[config.mk]
export PLATFORM = sky130hd
export DESIGN_NAME = irpc_codec
export DESIGN_NICKNAME = d
export VERILOG_FILES = /design/src/rtl/irpc_pkg.sv /design/src/rtl/irpc_codec.sv /design/src/rtl/irpc_decoder.sv /design/src/rtl/irpc_encoder.sv
export SDC_FILE = /design/constraint.sdc
export NUM_CORES = 1
export LEC_CHECK = 0
export BUFFER_PORTS_ARGS = -buffer_cell sky130_fd_sc_hd__clkbuf_2
export CELL_PAD_IN_SITES_DETAIL_PLACEMENT = 1
export CELL_PAD_IN_SITES_GLOBAL_PLACEMENT = 1
export CORE_MARGIN = 10
export CORE_UTILIZATION = 42
export CTS_BUF_LIST = sky130_fd_sc_hd__clkbuf_16
export CTS_CLUSTER_SIZE = 25
export DETAILED_ROUTE_END_ITERATION = 8
export PLACE_DENSITY = 0.94
export SYNTH_ARGS = -nofsm -noshare
export SYNTH_HDL_FRONTEND = slang
export SYNTH_SLANG_ARGS = --single-unit
[constraint.sdc]
create_clock -name clk_sys_in -period 3.72 [get_ports clk_sys_in]
set_input_delay 0.372 -clock clk_sys_in [delete_from_list [all_inputs] [get_ports clk_sys_in]]
set_output_delay 0.372 -clock clk_sys_in [all_outputs]
set_load 0.1 [all_outputs]
[src/rtl/irpc_pkg.sv]
package irpc_pkg;

   // ----------------------------------------------------------------
   // register map (word aligned, apb byte addresses)
   // ----------------------------------------------------------------
   localparam logic [11:0] MODE_OFS = 12'h000;
   localparam logic [11:0] STAT_OFS = 12'h004;
   localparam logic [11:0] TXD_OFS = 12'h008;
   localparam logic [11:0] RXD_OFS = 12'h00c;
   localparam logic [11:0] BRG_OFS = 12'h010;
   localparam logic [11:0] CTRL_OFS = 12'h014;

   // ----------------------------------------------------------------
   // field positions
   // ----------------------------------------------------------------
   localparam int PORT_EN_BIT = 15;
   localparam int IR_EN_BIT = 12;
   localparam int PIN_SEL_LO = 8;
   localparam int TX_INV_BIT = 14;
   localparam int SLEEP_BIT = 0;
   localparam logic [1:0] PIN_SEL_BCLK = 2'h3;

   // ----------------------------------------------------------------
   // reset values
   // ----------------------------------------------------------------
   localparam logic [15:0] MODE_RST = 16'h0000;
   localparam logic [15:0] STAT_RST = 16'h0110;
   localparam logic [15:0] BRG_RST = 16'h0000;
   localparam logic [15:0] RXD_RST = 16'h0000;

   // ----------------------------------------------------------------
   // timing in 16x baud periods
   // ----------------------------------------------------------------
   localparam logic [3:0] BIT_PERIODS_M1 = 4'hf;
   localparam logic [3:0] PULSE_START = 4'h7;
   localparam logic [3:0] PULSE_END = 4'ha;

   typedef struct packed {
      logic [15:0] mode;
      logic [15:0] stat;
      logic [15:0] brg;
      logic [15:0] txd;
      logic [15:0] rxd;
      logic sleep;
   } irpc_regs_t;

   typedef struct packed {
      logic [3:0] phase;
      logic tx_out;
   } irpc_enc_t;

   typedef enum logic [0:0] {
      DEC_IDLE = 1'b0,
      DEC_LOW = 1'b1
   } irpc_dec_state_t;

   typedef struct packed {
      irpc_dec_state_t state;
      logic [3:0] cnt;
      logic pend;
      logic rx_q2;
      logic rx_q3;
      logic rx_lvl;
      logic data;
   } irpc_dec_t;

endpackage : irpc_pkg
[src/rtl/irpc_codec.sv]
`timescale 1ns/10ps
module irpc_codec (
   input wire logic clk_sys_in,
   input wire logic reset_n_in,
   input wire logic psel_in,
   input wire logic penable_in,
   input wire logic pwrite_in,
   input wire logic [11:0] paddr_in,
   input wire logic [31:0] pwdata_in,
   output logic [31:0] prdata_out,
   output logic pready_out,
   output logic pslverr_out,
   input wire logic baud_tick_in,
   input wire logic core_tx_bit_in,
   output logic core_rx_bit_out,
   input wire logic serial_receive_pin_in,
   output logic serial_transmit_pin_out,
   output logic baud_clock_out_pin_out,
   output logic [15:0] mode_out,
   output logic [15:0] baud_divisor_out,
   output logic [15:0] tx_data_out,
   output logic tx_data_wr_out,
   input wire logic [15:0] rx_data_in,
   input wire logic rx_data_wr_in
);
   irpc_pkg::irpc_regs_t regs_reg;
   irpc_pkg::irpc_regs_t regs_next;
   logic [31:0] rdata_reg;
   logic [31:0] rdata_next;
   logic txwr_reg;
   logic txwr_next;
   logic bclk_reg;
   logic bclk_next;
   logic [2:0] bdiv_reg;
   logic [2:0] bdiv_next;
   logic rx_s1_reg;
   logic rx_s2_reg;
   logic rx_s3_reg;
   logic rx_sync_reg;
   logic port_en;
   logic ir_en;
   logic tx_inv;
   logic enc_run;
   logic enc_tx;
   logic dec_rx;
   logic access;
   logic wr;
   logic mapped;

   // ----------------------------------------------------------------
   // apb slave, zero wait states
   // ----------------------------------------------------------------
   assign access = psel_in && penable_in;
   assign wr = access && pwrite_in;
   assign mapped = paddr_in == irpc_pkg::MODE_OFS ||
      paddr_in == irpc_pkg::STAT_OFS || paddr_in == irpc_pkg::TXD_OFS ||
      paddr_in == irpc_pkg::RXD_OFS || paddr_in == irpc_pkg::BRG_OFS ||
      paddr_in == irpc_pkg::CTRL_OFS;
   assign pready_out = 1'b1;
   // unmapped addresses answer with an error, writes dropped
   assign pslverr_out = access && !mapped;
   assign prdata_out = rdata_reg;

   // register writes and read data
   always_comb begin
      regs_next = regs_reg;
      rdata_next = rdata_reg;
      txwr_next = 1'b0;
      if (rx_data_wr_in) begin
         regs_next.rxd = rx_data_in;
      end
      if (wr) begin
         case (paddr_in)
            irpc_pkg::MODE_OFS: regs_next.mode = pwdata_in[15:0];
            irpc_pkg::STAT_OFS: regs_next.stat = pwdata_in[15:0];
            irpc_pkg::BRG_OFS: regs_next.brg = pwdata_in[15:0];
            irpc_pkg::TXD_OFS: begin
               regs_next.txd = pwdata_in[15:0];
               txwr_next = 1'b1;
            end
            irpc_pkg::CTRL_OFS: begin
               regs_next.sleep = pwdata_in[irpc_pkg::SLEEP_BIT];
            end
            default: begin
               regs_next.sleep = regs_reg.sleep;
            end
         endcase
      end
      if (psel_in && !penable_in && !pwrite_in) begin
         case (paddr_in)
            irpc_pkg::MODE_OFS: rdata_next = {16'h0000, regs_reg.mode};
            irpc_pkg::STAT_OFS: rdata_next = {16'h0000, regs_reg.stat};
            irpc_pkg::BRG_OFS: rdata_next = {16'h0000, regs_reg.brg};
            irpc_pkg::RXD_OFS: rdata_next = {16'h0000, regs_reg.rxd};
            irpc_pkg::CTRL_OFS: begin
               rdata_next = {30'h00000000, dec_rx, regs_reg.sleep};
            end
            default: rdata_next = 32'h00000000;
         endcase
      end
   end

   always_ff @(posedge clk_sys_in) begin
      if (!reset_n_in) begin
         regs_reg <= '{mode: irpc_pkg::MODE_RST, stat: irpc_pkg::STAT_RST,
            brg: irpc_pkg::BRG_RST, txd: 16'h0000,
            rxd: irpc_pkg::RXD_RST, sleep: 1'b0};
         rdata_reg <= 32'h00000000;
         txwr_reg <= 1'b0;
      end else begin
         regs_reg <= regs_next;
         rdata_reg <= rdata_next;
         txwr_reg <= txwr_next;
      end
   end

   // ----------------------------------------------------------------
   // control decode
   // ----------------------------------------------------------------
   assign port_en = regs_reg.mode[irpc_pkg::PORT_EN_BIT];
   assign ir_en = regs_reg.mode[irpc_pkg::IR_EN_BIT];
   assign tx_inv = regs_reg.stat[irpc_pkg::TX_INV_BIT];
   assign enc_run = port_en && ir_en && !regs_reg.sleep;
   assign mode_out = regs_reg.mode;
   assign baud_divisor_out = regs_reg.brg;
   assign tx_data_out = regs_reg.txd;
   assign tx_data_wr_out = txwr_reg;

   // ----------------------------------------------------------------
   // 16x baud clock out: each tick gives a one-cycle high pulse
   // ----------------------------------------------------------------
   // registered high for one cycle after the tick, so the pin stays glitch free
   always_comb begin
      bdiv_next = bdiv_reg;
      bclk_next = bclk_reg;
      if (!port_en || regs_reg.sleep ||
          regs_reg.mode[irpc_pkg::PIN_SEL_LO +: 2] !=
          irpc_pkg::PIN_SEL_BCLK) begin
         bclk_next = 1'b0;
         bdiv_next = 3'h0;
      end else if (baud_tick_in) begin
         bclk_next = 1'b1;
         bdiv_next = 3'h0;
      end else if (bclk_reg) begin
         bdiv_next = bdiv_reg + 3'h1;
         if (bdiv_reg == 3'h0) begin
            bclk_next = 1'b0;
         end
      end
   end

   always_ff @(posedge clk_sys_in) begin
      if (!reset_n_in) begin
         bclk_reg <= 1'b0;
         bdiv_reg <= 3'h0;
      end else begin
         bclk_reg <= bclk_next;
         bdiv_reg <= bdiv_next;
      end
   end

   assign baud_clock_out_pin_out = bclk_reg;

   // ----------------------------------------------------------------
   // pin synchroniser for the plain receive path
   // ----------------------------------------------------------------
   always_ff @(posedge clk_sys_in) begin
      if (!reset_n_in) begin
         rx_s1_reg <= 1'b1;
         rx_s2_reg <= 1'b1;
         rx_s3_reg <= 1'b1;
         rx_sync_reg <= 1'b1;
      end else begin
         rx_s1_reg <= serial_receive_pin_in;
         rx_s2_reg <= rx_s1_reg;
         rx_s3_reg <= rx_s2_reg;
         if (rx_s2_reg == rx_s3_reg) begin
            rx_sync_reg <= rx_s3_reg;
         end
      end
   end

   // ----------------------------------------------------------------
   // codec
   // ----------------------------------------------------------------
   irpc_encoder u_enc (
      .clk_sys_in(clk_sys_in),
      .reset_n_in(reset_n_in),
      .run_in(enc_run),
      .tick_in(baud_tick_in),
      .tx_bit_in(core_tx_bit_in),
      .ir_tx_out(enc_tx)
   );

   irpc_decoder u_dec (
      .clk_sys_in(clk_sys_in),
      .reset_n_in(reset_n_in),
      .run_in(enc_run),
      .tick_in(baud_tick_in),
      .rx_pin_in(serial_receive_pin_in),
      .rx_bit_out(dec_rx)
   );

   // pin routing; polarity only touches the infrared transmit path
   always_comb begin
      if (ir_en) begin
         serial_transmit_pin_out = enc_tx ^ tx_inv;
         core_rx_bit_out = dec_rx;
      end else begin
         serial_transmit_pin_out = core_tx_bit_in;
         core_rx_bit_out = rx_sync_reg;
      end
   end

   // ----------------------------------------------------------------
   // checks
   // ----------------------------------------------------------------
   a_bclk_gated: assert property (@(posedge clk_sys_in)
      disable iff (!reset_n_in)
      (regs_reg.sleep || !port_en) |=> !baud_clock_out_pin_out)
      else $error("baud clock pin active while stopped");
   a_bclk_tick: assert property (@(posedge clk_sys_in)
      disable iff (!reset_n_in)
      (baud_tick_in && port_en && !regs_reg.sleep &&
       regs_reg.mode[irpc_pkg::PIN_SEL_LO +: 2] == irpc_pkg::PIN_SEL_BCLK)
      |=> baud_clock_out_pin_out)
      else $error("baud clock pin missed a tick");
   a_idle_level: assert property (@(posedge clk_sys_in)
      disable iff (!reset_n_in)
      (ir_en && !enc_tx) |-> serial_transmit_pin_out == tx_inv)
      else $error("idle transmit level wrong");
   a_plain_tx: assert property (@(posedge clk_sys_in)
      disable iff (!reset_n_in)
      !ir_en |-> serial_transmit_pin_out == core_tx_bit_in)
      else $error("polarity leaked into plain mode");
   c_ir_mode: cover property (@(posedge clk_sys_in)
      disable iff (!reset_n_in) enc_run && tx_inv);
   c_bclk: cover property (@(posedge clk_sys_in)
      disable iff (!reset_n_in) $rose(baud_clock_out_pin_out));
endmodule : irpc_codec

[src/rtl/irpc_decoder.sv]
`timescale 1ns/10ps
module irpc_decoder (
   input wire logic clk_sys_in,
   input wire logic reset_n_in,
   input wire logic run_in,
   input wire logic tick_in,
   input wire logic rx_pin_in,
   output logic rx_bit_out
);
   irpc_pkg::irpc_dec_t state_reg;
   irpc_pkg::irpc_dec_t state_next;
   logic rx_s1_reg;
   logic fall;

   // first stage only feeds the second
   always_ff @(posedge clk_sys_in) begin
      if (!reset_n_in) begin
         rx_s1_reg <= 1'b1;
      end else begin
         rx_s1_reg <= rx_pin_in;
      end
   end

   // edge counts once stages two and three agree on a change
   assign fall = state_reg.rx_lvl && !state_reg.rx_q2 &&
      !state_reg.rx_q3;

   // --------------------------------------------------------------
   // each fall starts or extends a 16 tick low window; a missed
   // edge gives a one tick high glitch that majority sampling hides
   // --------------------------------------------------------------
   always_comb begin
      state_next = state_reg;
      state_next.rx_q2 = rx_s1_reg;
      state_next.rx_q3 = state_reg.rx_q2;
      // accepted level moves only when both late stages agree
      if (state_reg.rx_q2 == state_reg.rx_q3) begin
         state_next.rx_lvl = state_reg.rx_q3;
      end
      if (!run_in) begin
         state_next.state = irpc_pkg::DEC_IDLE;
         state_next.cnt = 4'h0;
         state_next.pend = 1'b0;
         state_next.data = 1'b1;
      end else begin
         case (state_reg.state)
            irpc_pkg::DEC_IDLE: begin
               if (fall) begin
                  state_next.state = irpc_pkg::DEC_LOW;
                  state_next.cnt = 4'h0;
                  state_next.pend = 1'b0;
                  state_next.data = 1'b0;
               end
            end
            irpc_pkg::DEC_LOW: begin
               if (fall) begin
                  state_next.pend = 1'b1;
               end
               if (tick_in) begin
                  state_next.cnt = state_reg.cnt + 4'h1;
                  if (state_reg.cnt == irpc_pkg::BIT_PERIODS_M1) begin
                     if (state_reg.pend || fall) begin
                        state_next.pend = 1'b0;
                     end else begin
                        state_next.state = irpc_pkg::DEC_IDLE;
                        state_next.data = 1'b1;
                     end
                  end
               end
            end
            default: begin
               state_next.state = irpc_pkg::DEC_IDLE;
            end
         endcase
      end
   end

   always_ff @(posedge clk_sys_in) begin
      if (!reset_n_in) begin
         state_reg <= '{state: irpc_pkg::DEC_IDLE, cnt: 4'h0,
            pend: 1'b0, rx_q2: 1'b1, rx_q3: 1'b1, rx_lvl: 1'b1,
            data: 1'b1};
      end else begin
         state_reg <= state_next;
      end
   end

   assign rx_bit_out = state_reg.data;

   // --------------------------------------------------------------
   // checks
   // --------------------------------------------------------------
   a_fall_low: assert property (@(posedge clk_sys_in)
      disable iff (!reset_n_in)
      (run_in && fall) |=> !rx_bit_out)
      else $error("fall did not drive data low");
   a_low_hold: assert property (@(posedge clk_sys_in)
      disable iff (!reset_n_in)
      (run_in && state_reg.state == irpc_pkg::DEC_LOW &&
       state_reg.cnt != irpc_pkg::BIT_PERIODS_M1) |=> !rx_bit_out)
      else $error("data rose before 16 ticks");
   a_extend_low: assert property (@(posedge clk_sys_in)
      disable iff (!reset_n_in)
      (run_in && state_reg.pend && tick_in &&
       state_reg.cnt == irpc_pkg::BIT_PERIODS_M1) |=> !rx_bit_out)
      else $error("pending fall not extended");
   a_stop_high: assert property (@(posedge clk_sys_in)
      disable iff (!reset_n_in)
      !run_in |=> rx_bit_out)
      else $error("decoder active while stopped");
   c_extended: cover property (@(posedge clk_sys_in)
      disable iff (!reset_n_in) state_reg.pend);
   c_released: cover property (@(posedge clk_sys_in)
      disable iff (!reset_n_in) $rose(rx_bit_out));
endmodule : irpc_decoder

[src/rtl/irpc_encoder.sv]
`timescale 1ns/10ps
module irpc_encoder (
   input wire logic clk_sys_in,
   input wire logic reset_n_in,
   input wire logic run_in,
   input wire logic tick_in,
   input wire logic tx_bit_in,
   output logic ir_tx_out
);
   irpc_pkg::irpc_enc_t state_reg;
   irpc_pkg::irpc_enc_t state_next;

   // --------------------------------------------------------------
   // one bit is 16 ticks; a zero bit carries a pulse in ticks 7..9
   // --------------------------------------------------------------
   always_comb begin
      state_next = state_reg;
      if (!run_in) begin
         state_next = '0;
      end else if (tick_in) begin
         state_next.phase = state_reg.phase + 4'h1;
         state_next.tx_out = !tx_bit_in &&
            (state_reg.phase >= irpc_pkg::PULSE_START) &&
            (state_reg.phase < irpc_pkg::PULSE_END);
      end
   end

   always_ff @(posedge clk_sys_in) begin
      if (!reset_n_in) begin
         state_reg <= '0;
      end else begin
         state_reg <= state_next;
      end
   end

   assign ir_tx_out = state_reg.tx_out;

   // --------------------------------------------------------------
   // checks
   // --------------------------------------------------------------
   a_one_bit_low: assert property (@(posedge clk_sys_in)
      disable iff (!reset_n_in)
      (run_in && tick_in && tx_bit_in) |=> !ir_tx_out)
      else $error("one bit produced a pulse");
   a_zero_pulse: assert property (@(posedge clk_sys_in)
      disable iff (!reset_n_in)
      (run_in && tick_in && !tx_bit_in && state_reg.phase == 4'h8)
      |=> ir_tx_out)
      else $error("zero bit pulse missing");
   a_zero_edges: assert property (@(posedge clk_sys_in)
      disable iff (!reset_n_in)
      (run_in && tick_in && state_reg.phase == 4'h6) |=> !ir_tx_out)
      else $error("pulse started early");
   c_zero_pulse: cover property (@(posedge clk_sys_in)
      disable iff (!reset_n_in) $rose(ir_tx_out));
endmodule : irpc_encoder

==> results of run 1 <==
==> final timing paths <==
path / cells past startpoint / to / slack [ps] / start
hold reg to reg: 1 / u_dec.state_next[2] / 410 / u_dec.rx_s1_reg
hold / removal: 2 / u_dec.rx_s1_reg / 150 / serial_receive_pin_in
setup / recovery: 5 / prdata_out[10] / 1370 / paddr_in[3]
setup reg to reg: 4 / u_dec.state_reg[5] / 2130 / u_dec.state_reg[1]
==> final cells by class <==
class                   instances  area [µm²]
inverters                       4        15.0
multi-input cells             368        2550
flip-flops and latches        118        2360
clock buffers                  17         425
fillers                      1483        6360
repair buffers                124         631
well taps                     172         215
clock inverters                15         205
==> synth_stat cells (2+ instances only) <==
| master | count |
|---|---|
| dfxtp_1 | 118 |
| mux2i_1 | 112 |
| nand2_1 | 86 |
| buf_4 | 66 |
| nor2b_1 | 23 |
| nor2_1 | 22 |
| clkbuf_1 | 21 |
| a22o_1 | 14 |
| o22ai_1 | 14 |
| a21oi_1 | 12 |
| mux2_2 | 5 |
| nand2b_1 | 5 |
| nand3_1 | 5 |
| o21ai_0 | 5 |
| buf_2 | 4 |
| buf_6 | 4 |
| ha_1 | 4 |
| inv_1 | 4 |
| nand4_1 | 4 |
| a32oi_1 | 3 |
| buf_1 | 3 |
| nor3b_1 | 3 |
| xnor2_1 | 3 |
| xor2_1 | 3 |
| a22oi_1 | 2 |
| and3b_1 | 2 |
| and4_1 | 2 |
| conb_1 | 2 |
| nand3_2 | 2 |
| nand3b_1 | 2 |
| nor3_1 | 2 |
| nor4_1 | 2 |
| o31ai_1 | 2 |
| or2_2 | 2 |
| or3b_2 | 2 |
==> per-stage QoR <==
stage,cells,util
finish,818,0.502
global route,818,0.502
CTS,818,0.502
detailed placement,786,0.452
global placement,786,0.452
floorplan,588,-
==> metal layers <==
metal / up-vias / GRT usage / share of wire
li1: 2012 / - / -
met1: 2089 / 0.220 / 0.41
met2: 158 / 0.326 / 0.48
met3: 46 / 0.0645 / 0.073
met4: 0 / 0.0931 / 0.031
met5: - / 0 / 0
==> kinds of logic (layout without fill, tap and decap cells) <==
family          after synthesis  in the layout
compound gates               54             54
mux                         117            117
xor+xnor                      6              6
simple gates                170            170
flops                       118            118
other cells                   2             17
fa+ha+maj                     4              4
buf+inv                     102            160
==> power groups by stage <==
stage / clock [mW] / combinational (mW) / sequential [mW]
after floorplan: 0 / 0.182 / 1.31
after global placement: 0 / 0.214 / 1.31
after detailed placement: 0 / 0.220 / 1.31
after CTS: 1.76 / 0.225 / 1.28
after global routing: 1.82 / 0.240 / 1.28
final: 1.74 / 0.227 / 1.28
==> critical path, delay by kind of cell <==
kind	cells	cell delay (ps)
buffers and inverters	1	400
and+or+nand+nor	2	1230
AOI/OAI and AO/OA	2	690
==> impl_metrics.py, run 1 <==
metrics = {
    "logic_synthesis": {
        "synth_top_family_by_area": "multiplexers",
        "syn_area_mm2": 0.00553,
        "synth_edf_count": 0,
        "synth_compound_area_frac": 0.0672,
        "ys.flop_type": "dfxtp_1",
        "synth_xor_area_frac": 0.00951,
        "synthMuxAreaShare": 0.213,
        "synth_top_area_share": 0.427,
        "synth_area_leaders": "dfxtp_1, mux2i_1, buf_4",
        "synth.distinct_cells": 43,
        "ys_warn_count": 0,
        "ys_seq_area_frac": 0.427,
        "syn_avg_cell_area_um2": 9.64,
        "yosys.area_share.adder": 0.00906,
        "syn-instance-count": 573,
        "ys_async_sr_fraction": 0,
        "yosys.area_share.simple": 0.152,
        "synth_top_cell_by_area": "dfxtp_1",
        "ys_seq_elements": 118,
    },
    "layout": {
        "final_area_mm2": 0.00641,
        "final_cell_mix": "clkbuf_2, dfxtp_1, mux2i_1, nand2_1, nor2b_1",
        "drive_gt1_frac": 0.260,
        "antenna_cells": 0,
        "area_delta_synth_final_pct": 16.0,
        "largest_register_ffs": 33,
        "mostFrequentLayoutCell": "clkbuf_2",
        "fin_nets": 706,
    },
    "worst_setup_path": {
        "critPathSlowestCell": "nand4_1",
        "crit_arrival_ps": 2700,
        "critPathMaxStageDelay_ps": 680,
        "worstSetupStartpointType": "primary input",
        "cp_cell_sequence": "clkbuf_2 -> nor2_1 -> nand4_1 -> o22ai_1 -> a22o_1",
        "critPathRequiredTime_ps": 4070,
        "crit_type": "primary input to flop",
        "crit_path_end_kind": "flop",
        "cp_max_fo": 22,
    },
    "placement": {
        "dp_hpwl_um": 12400,
        "dpl_cell_area_mm2": 0.00578,
        "gp_congestion": 0.825,
        "portBuffers": 121,
        "post-place-ws_ps": 1130,
    },
    "timing": {
        "rsz0062_at_grt": "no",
        "drv_slew": 0,
        "hold_viol_final": 0,
        "max_clock_freq_ghz": 0.426,
        "period_needed_ps": 2350,
        "finalCritPeriodShare": 0.631,
        "skew_ps": 6.57,
        "setup_violations": 0,
        "relSlewSlack": 0.253,
        "setup_tns_ps": 0,
        "worst_pin_slew_ps": 1120,
        "hold_slack_ps": 148,
        "setup_ws_ps": 1370,
    },
    "grt": {
        "antenna_found_initial": 0,
        "grt_pass1_vias": 4813,
        "grt_max_degree": 65,
        "grt_pass1_wl_um": 27600,
        "track_usage": 0.195,
        "grt-ovfl-total": 0,
    },
    "die": {
        "core_area_mm2": 0.0128,
        "die_area_mm2": 0.0181,
        "pin_count": 155,
        "die_x_um": 135,
        "chipHeight_um": 135,
        "rows": 41,
        "initial_core_util": 0.433,
    },
    "drt": {
        "routed_wl_um": 17800,
        "first_pass_iters": 4,
        "drcViolationCount": 0,
        "vias_per_cell": 5.26,
        "drt_iter0_markers": 239,
        "drt-wirelength-per-cell_um": 21.7,
        "ant_nets": 0,
        "vias": 4305,
    },
    "power": {
        "p_switching_mw": 0.792,
        "power_mw": 3.25,
        "p_int_mw": 2.45,
        "p_per_area_mw_per_mm2": 507,
        "comb_power_share": 0.070,
        "p_leak_nw": 3.01,
        "seqPwrFrac": 0.395,
        "ir_drop_uv": 331,
        "swShare": 0.244,
        "clkPwrFrac": 0.535,
    },
    "clocking": {
        "post_cts_buffers": 0,
        "htree_levels": 4,
        "cts_buffer_depth": 2,
        "cts_root_buf": "clkbuf_16",
        "clock_latency_ps": 420,
        "cts.sinks": 118,
        "ctsResizeCount": 0,
        "cts_tree": "done",
        "path_clk_slew_ps": 60,
        "cts_made_buffers": 17,
        "hold_buffers": 0,
    },
    "flow_run": {
        "maxCapViolations": 0,
    },
    "min_path": {
        "worstHoldPathType": "primary input to flop",
    },
    "status": {
        "status": "completed",
    },
}
No activity file was read; power rests on OpenSTA's default activity.
==> inputs of run 2 (changes only) <==
Settings changed: CORE_UTILIZATION 42 to 35, PLACE_DENSITY 0.94 to 0.84.
Clock period 3.72 ns to 2.14 ns, I/O delays scaled along.
==> impl_metrics.py, run 2 (synthesis gave the netlist of run 1 again) <==
metrics = {
    "drt": {
        "routed_wl_um": 16800,
        "highest_layer": "met4",
        "first_pass_iters": 4,
        "met3_length_um": 814,
        "drcViolationCount": 0,
        "drt_iter0_markers": 161,
        "ant_nets": 0,
        "vias": 4241,
        "vias_per_cell": 4.89,
        "wl_met2_um": 7930,
        "routedLengthMet1_um": 7760,
        "drt-wirelength-per-cell_um": 19.4,
    },
    "worst_setup_path": {
        "cp_cell_sequence": "clkbuf_2 -> or4_4 -> nor3_1 -> buf_4 -> a21oi_2 -> buf_4",
        "r2r_slack_ps": 630,
        "reg2reg_depth": 3,
        "rr_endpoint": "u_dec.state_reg[4]",
        "crit_path_end_kind": "output port",
        "worstSetupStartpointType": "primary input",
        "critPathSlowestCell": "or4_4",
        "critPathMaxStageDelay_ps": 570,
        "critPathRequiredTime_ps": 1930,
        "crit_path_end": "pslverr_out",
        "cp_common_cell": "buf_4",
        "r2r_start": "u_dec.state_reg[1]",
        "cp_max_fo": 3,
        "setup.worst_path.start": "paddr_in[9]",
        "crit_arrival_ps": 1680,
        "crit_type": "primary input to output port",
    },
    "die": {
        "die_x_um": 146,
        "core_area_mm2": 0.0153,
        "die_area_mm2": 0.0212,
        "initial_core_util": 0.361,
        "chipHeight_um": 146,
        "pin_count": 155,
        "rows": 45,
    },
    "placement": {
        "portBuffers": 121,
        "gp_congestion": 0.787,
        "dpl_cell_area_mm2": 0.00594,
        "dp_hpwl_um": 12600,
    },
    "layout": {
        "fillers": 1784,
        "drive_gt1_frac": 0.262,
        "mostFrequentLayoutCell": "clkbuf_2",
        "final_area_mm2": 0.00645,
        "final_cell_mix": "clkbuf_2, dfxtp_1, mux2i_1, nand2_1, nor2b_1",
        "area_delta_synth_final_pct": 16.7,
        "largest_register_ffs": 33,
        "fin_nets": 716,
    },
    "grt": {
        "grt_max_degree": 66,
        "track_usage": 0.157,
        "antenna_found_initial": 1,
        "grt-ovfl-total": 0,
        "grt_pass1_vias": 4715,
        "grt_pass1_wl_um": 26700,
    },
    "clocking": {
        "cts_tree": "done",
        "cts_root_buf": "clkbuf_16",
        "ctsResizeCount": 0,
        "path_clk_slew_ps": 60,
        "cts_made_buffers": 17,
        "cts.sinks": 118,
        "htree_levels": 4,
        "cts_buffer_depth": 2,
        "clock_latency_ps": 410,
    },
    "timing": {
        "hold_slack_ps": 63.7,
        "setup_violations": 0,
        "setup_tns_ps": 0,
        "rsz0062_at_grt": "no",
        "max_clock_freq_ghz": 0.528,
        "drv_slew": 0,
        "relSlewSlack": 0.226,
        "period_needed_ps": 1890,
        "skew_ps": 7.54,
        "worst_pin_slew_ps": 1160,
        "finalCritPeriodShare": 0.884,
        "hold_viol_final": 0,
    },
    "power": {
        "ir_drop_uv": 550,
        "p_leak_nw": 3.02,
        "p_per_area_mw_per_mm2": 784,
        "power_mw": 5.06,
    },
    "flow_run": {
        "maxCapViolations": 0,
    },
    "min_path": {
        "worstHoldPathType": "primary input to flop",
    },
    "status": {
        "status": "completed",
    },
}
-- run 2: cell count changes in the layout (fill, tap and decap cells not counted), sizes merged --
| cell | before | now |
|---|---|---|
| buf | 4 | 14 |
| bufinv | 4 | 0 |
| clkbuf | 137 | 136 |
| clkinv | 8 | 10 |
| clkinvlp | 2 | 3 |
| diode | 0 | 1 |
| dlygate4sd3 | 0 | 1 |
| inv | 5 | 6 |
-- run 2: worst max-delay path, delay by kind of cell --
kind / cells / cell delay (ps)
simple gates: 2 / 920
buf+inv: 3 / 500
compound gates: 1 / 50
-- run 2: cell type report --
| cell class | count | area (µm²) | area share |
|---|---|---|---|
| Clock buffer | 17 | 425 | 0.0660 |
| Inverter | 4 | 15.0 | 0.00233 |
| Timing Repair Buffer | 134 | 746 | 0.116 |
| Antenna cell | 1 | 2.50 | 0.000388 |
| Sequential cell | 118 | 2360 | 0.366 |
| Clock inverter | 15 | 73.8 | 0.0114 |
| Multi-Input combinational cell | 368 | 2560 | 0.397 |
| Tap cell | 211 | 264 | 0.0409 |
-- run 2: layer usage --
metal,track usage,vias up
met5,0,-
met4,0.0602,0
met3,0.0475,18
met2,0.257,120
met1,0.188,2073
li1,-,2030
-- run 2: stage by stage --
stage	cells	worst slack [ps]	utilization
after floorplan	588	0.389	-
after global placement	834	190	0.388
after detailed placement	834	108	0.388
after CTS	867	246	0.421
after global routing	867	160	0.421
final	868	247	0.421
-- run 2: worst min path at each step --
| stage | depth (start not counted) | slack [ps] | from | to |
|---|---|---|---|---|
| finish | 3 | 60 | rx_data_in[2] | regs_reg[3] |
| global route | 3 | 80 | rx_data_in[10] | regs_reg[11] |
| CTS | 3 | 50 | rx_data_in[2] | regs_reg[3] |
| detailed placement | 2 | 410 | serial_receive_pin_in | u_dec.rx_s1_reg |
| global placement | 2 | 400 | serial_receive_pin_in | u_dec.rx_s1_reg |
| floorplan | 1 | 320 | serial_receive_pin_in | u_dec.rx_s1_reg |
-- run 2: report_power, final --
part           leakage (nW)  switching [mW]  internal [mW]
clock network         0.248            1.00           1.43
logic                  1.82           0.292          0.101
registers             0.954          0.0121           2.22
-- run 2: timing repair --
item                      CTS  global route
hold endpoints to repair    1             0
setup buffers               0             0
hold buffers                1             0
==> inputs of run 3 (changes only) <==
Settings changed: CORE_UTILIZATION 35 to 39, PLACE_DENSITY 0.84 to 0.88.
Clock period 2.14 ns to 2.01 ns, I/O delays scaled along.
==> impl_metrics.py, run 3 (synthesis gave the netlist of run 1 again) <==
metrics = {
    "drt": {
        "first_pass_iters": 4,
        "routedLengthMet1_um": 7010,
        "drt_iter0_markers": 201,
        "routed_wl_um": 16500,
        "vias_per_cell": 5.12,
        "highest_layer": "met4",
        "met3_length_um": 886,
        "ant_nets": 0,
        "drt-wirelength-per-cell_um": 19.6,
        "vias": 4314,
        "drcViolationCount": 0,
        "wl_met2_um": 8330,
    },
    "status": {
        "status": "completed",
    },
    "timing": {
        "setup_tns_ps": 0,
        "setup_violations": 0,
        "hold_viol_final": 0,
        "rsz0062_at_grt": "no",
        "period_needed_ps": 1900,
        "finalCritPeriodShare": 0.944,
        "worst_pin_slew_ps": 634,
        "setup_ws_ps": 113,
        "drv_slew": 0,
        "max_clock_freq_ghz": 0.527,
        "skew_ps": 3.23,
        "hold_slack_ps": 54.8,
        "relSlewSlack": 0.577,
    },
    "flow_run": {
        "maxCapViolations": 0,
    },
    "clocking": {
        "ctsResizeCount": 0,
        "cts_buffer_depth": 2,
        "path_clk_slew_ps": 50,
        "cts.sinks": 118,
        "cts_tree": "done",
        "cts_root_buf": "clkbuf_16",
        "cts_made_buffers": 17,
        "clock_latency_ps": 410,
        "htree_levels": 4,
    },
    "placement": {
        "gp_congestion": 0.799,
        "dpl_cell_area_mm2": 0.00597,
        "placed_cells_incl_taps": 809,
        "post-place-ws_ps": -139,
        "portBuffers": 121,
        "dp_hpwl_um": 12300,
    },
    "die": {
        "initial_core_util": 0.398,
        "pin_count": 155,
        "chipHeight_um": 139,
        "die_x_um": 139,
        "die_area_mm2": 0.0193,
        "core_area_mm2": 0.0139,
        "rows": 43,
    },
    "power": {
        "power_mw": 5.31,
        "ir_drop_uv": 553,
        "p_per_area_mw_per_mm2": 820,
        "p_leak_nw": 3.07,
    },
    "worst_setup_path": {
        "cp_num_buf_inv": 1,
        "cp_max_fo": 7,
        "critPathSlowestCell": "dfxtp_1",
        "crit_arrival_ps": 1700,
        "critPathMaxStageDelay_ps": 530,
        "cp_cell_sequence": "mux2_2 -> clkbuf_2",
        "r2r_slack_ps": 540,
        "worstSetupStartpointType": "flop",
        "critPathRequiredTime_ps": 1810,
        "crit_path_end_kind": "output port",
        "path_delay_family": "flip-flops",
        "crit_type": "flop to output port",
    },
    "min_path": {
        "worstHoldPathType": "primary input to flop",
    },
    "grt": {
        "grt-ovfl-total": 0,
        "antenna_found_initial": 0,
        "grt_max_degree": 56,
        "grt_pass1_vias": 4756,
        "grt_pass1_wl_um": 26100,
        "track_usage": 0.167,
    },
    "layout": {
        "final_area_mm2": 0.00647,
        "final_cell_mix": "clkbuf_2, dfxtp_1, mux2i_1, nand2_1, nor2b_1",
        "largest_register_ffs": 33,
        "utilization": 0.466,
        "stdcell_count": 842,
        "antenna_cells": 0,
        "fin_nets": 722,
        "area_delta_synth_final_pct": 17.0,
        "drive_gt1_frac": 0.261,
        "mostFrequentLayoutCell": "clkbuf_2",
    },
}
[run 3: changes by cell type in the layout (fill, tap and decap cells not counted), moves of 2 or more]
cell / previous run / this run
clkinv_1: 5 / 7
inv_1: 6 / 10
clkinvlp_4: 3 / 0
buf_4: 10 / 15
clkinv_2: 5 / 2
buf_12: 3 / 5
[run 3: final cells by class]
cell class,count,area [µm²]
Timing Repair Buffer,140,818
Clock inverter,15,58.8
Inverter,4,15.0
Tap cell,180,225
Sequential cell,118,2360
Multi-Input combinational cell,368,2560
Fill cell,1634,7410
Clock buffer,17,425
[run 3: repair_timing]
item / CTS / global route
setup buffers: 0 / 0
endpoints found under the hold margin: 1 / 0
setup endpoints to repair: 0 / 0
hold buffers: 1 / 0
[run 3: path summary, 6_finish.rpt]
kind,startpoint,end,cells after the start
max,mode_out[12],core_rx_bit_out,2
min,rx_data_in[9],regs_reg[10],3
max reg2reg,u_dec.state_reg[1],u_dec.state_reg[5],4
min reg2reg,u_dec.rx_s1_reg,u_dec.state_next[2],1
[run 3: worst register-to-register path, stage by stage (launching register included)]
cell	delay, ps
dfxtp_1	390
nor3b_1	470
mux2i_1	210
a21oi_1	220
nor2_1	60
[run 3: power breakdown]
group / switching (mW) / internal [mW]
Clock: 0.990 / 1.50
Sequential: 0.0128 / 2.36
Combinational: 0.317 / 0.119
Total: 1.32 / 3.99
[run 3: per-layer routing]
layer  vias up  track usage
met4         0       0.0653
met2       115        0.289
li1       2041            -
met3        23       0.0517
met5         -            0
met1      2135        0.188
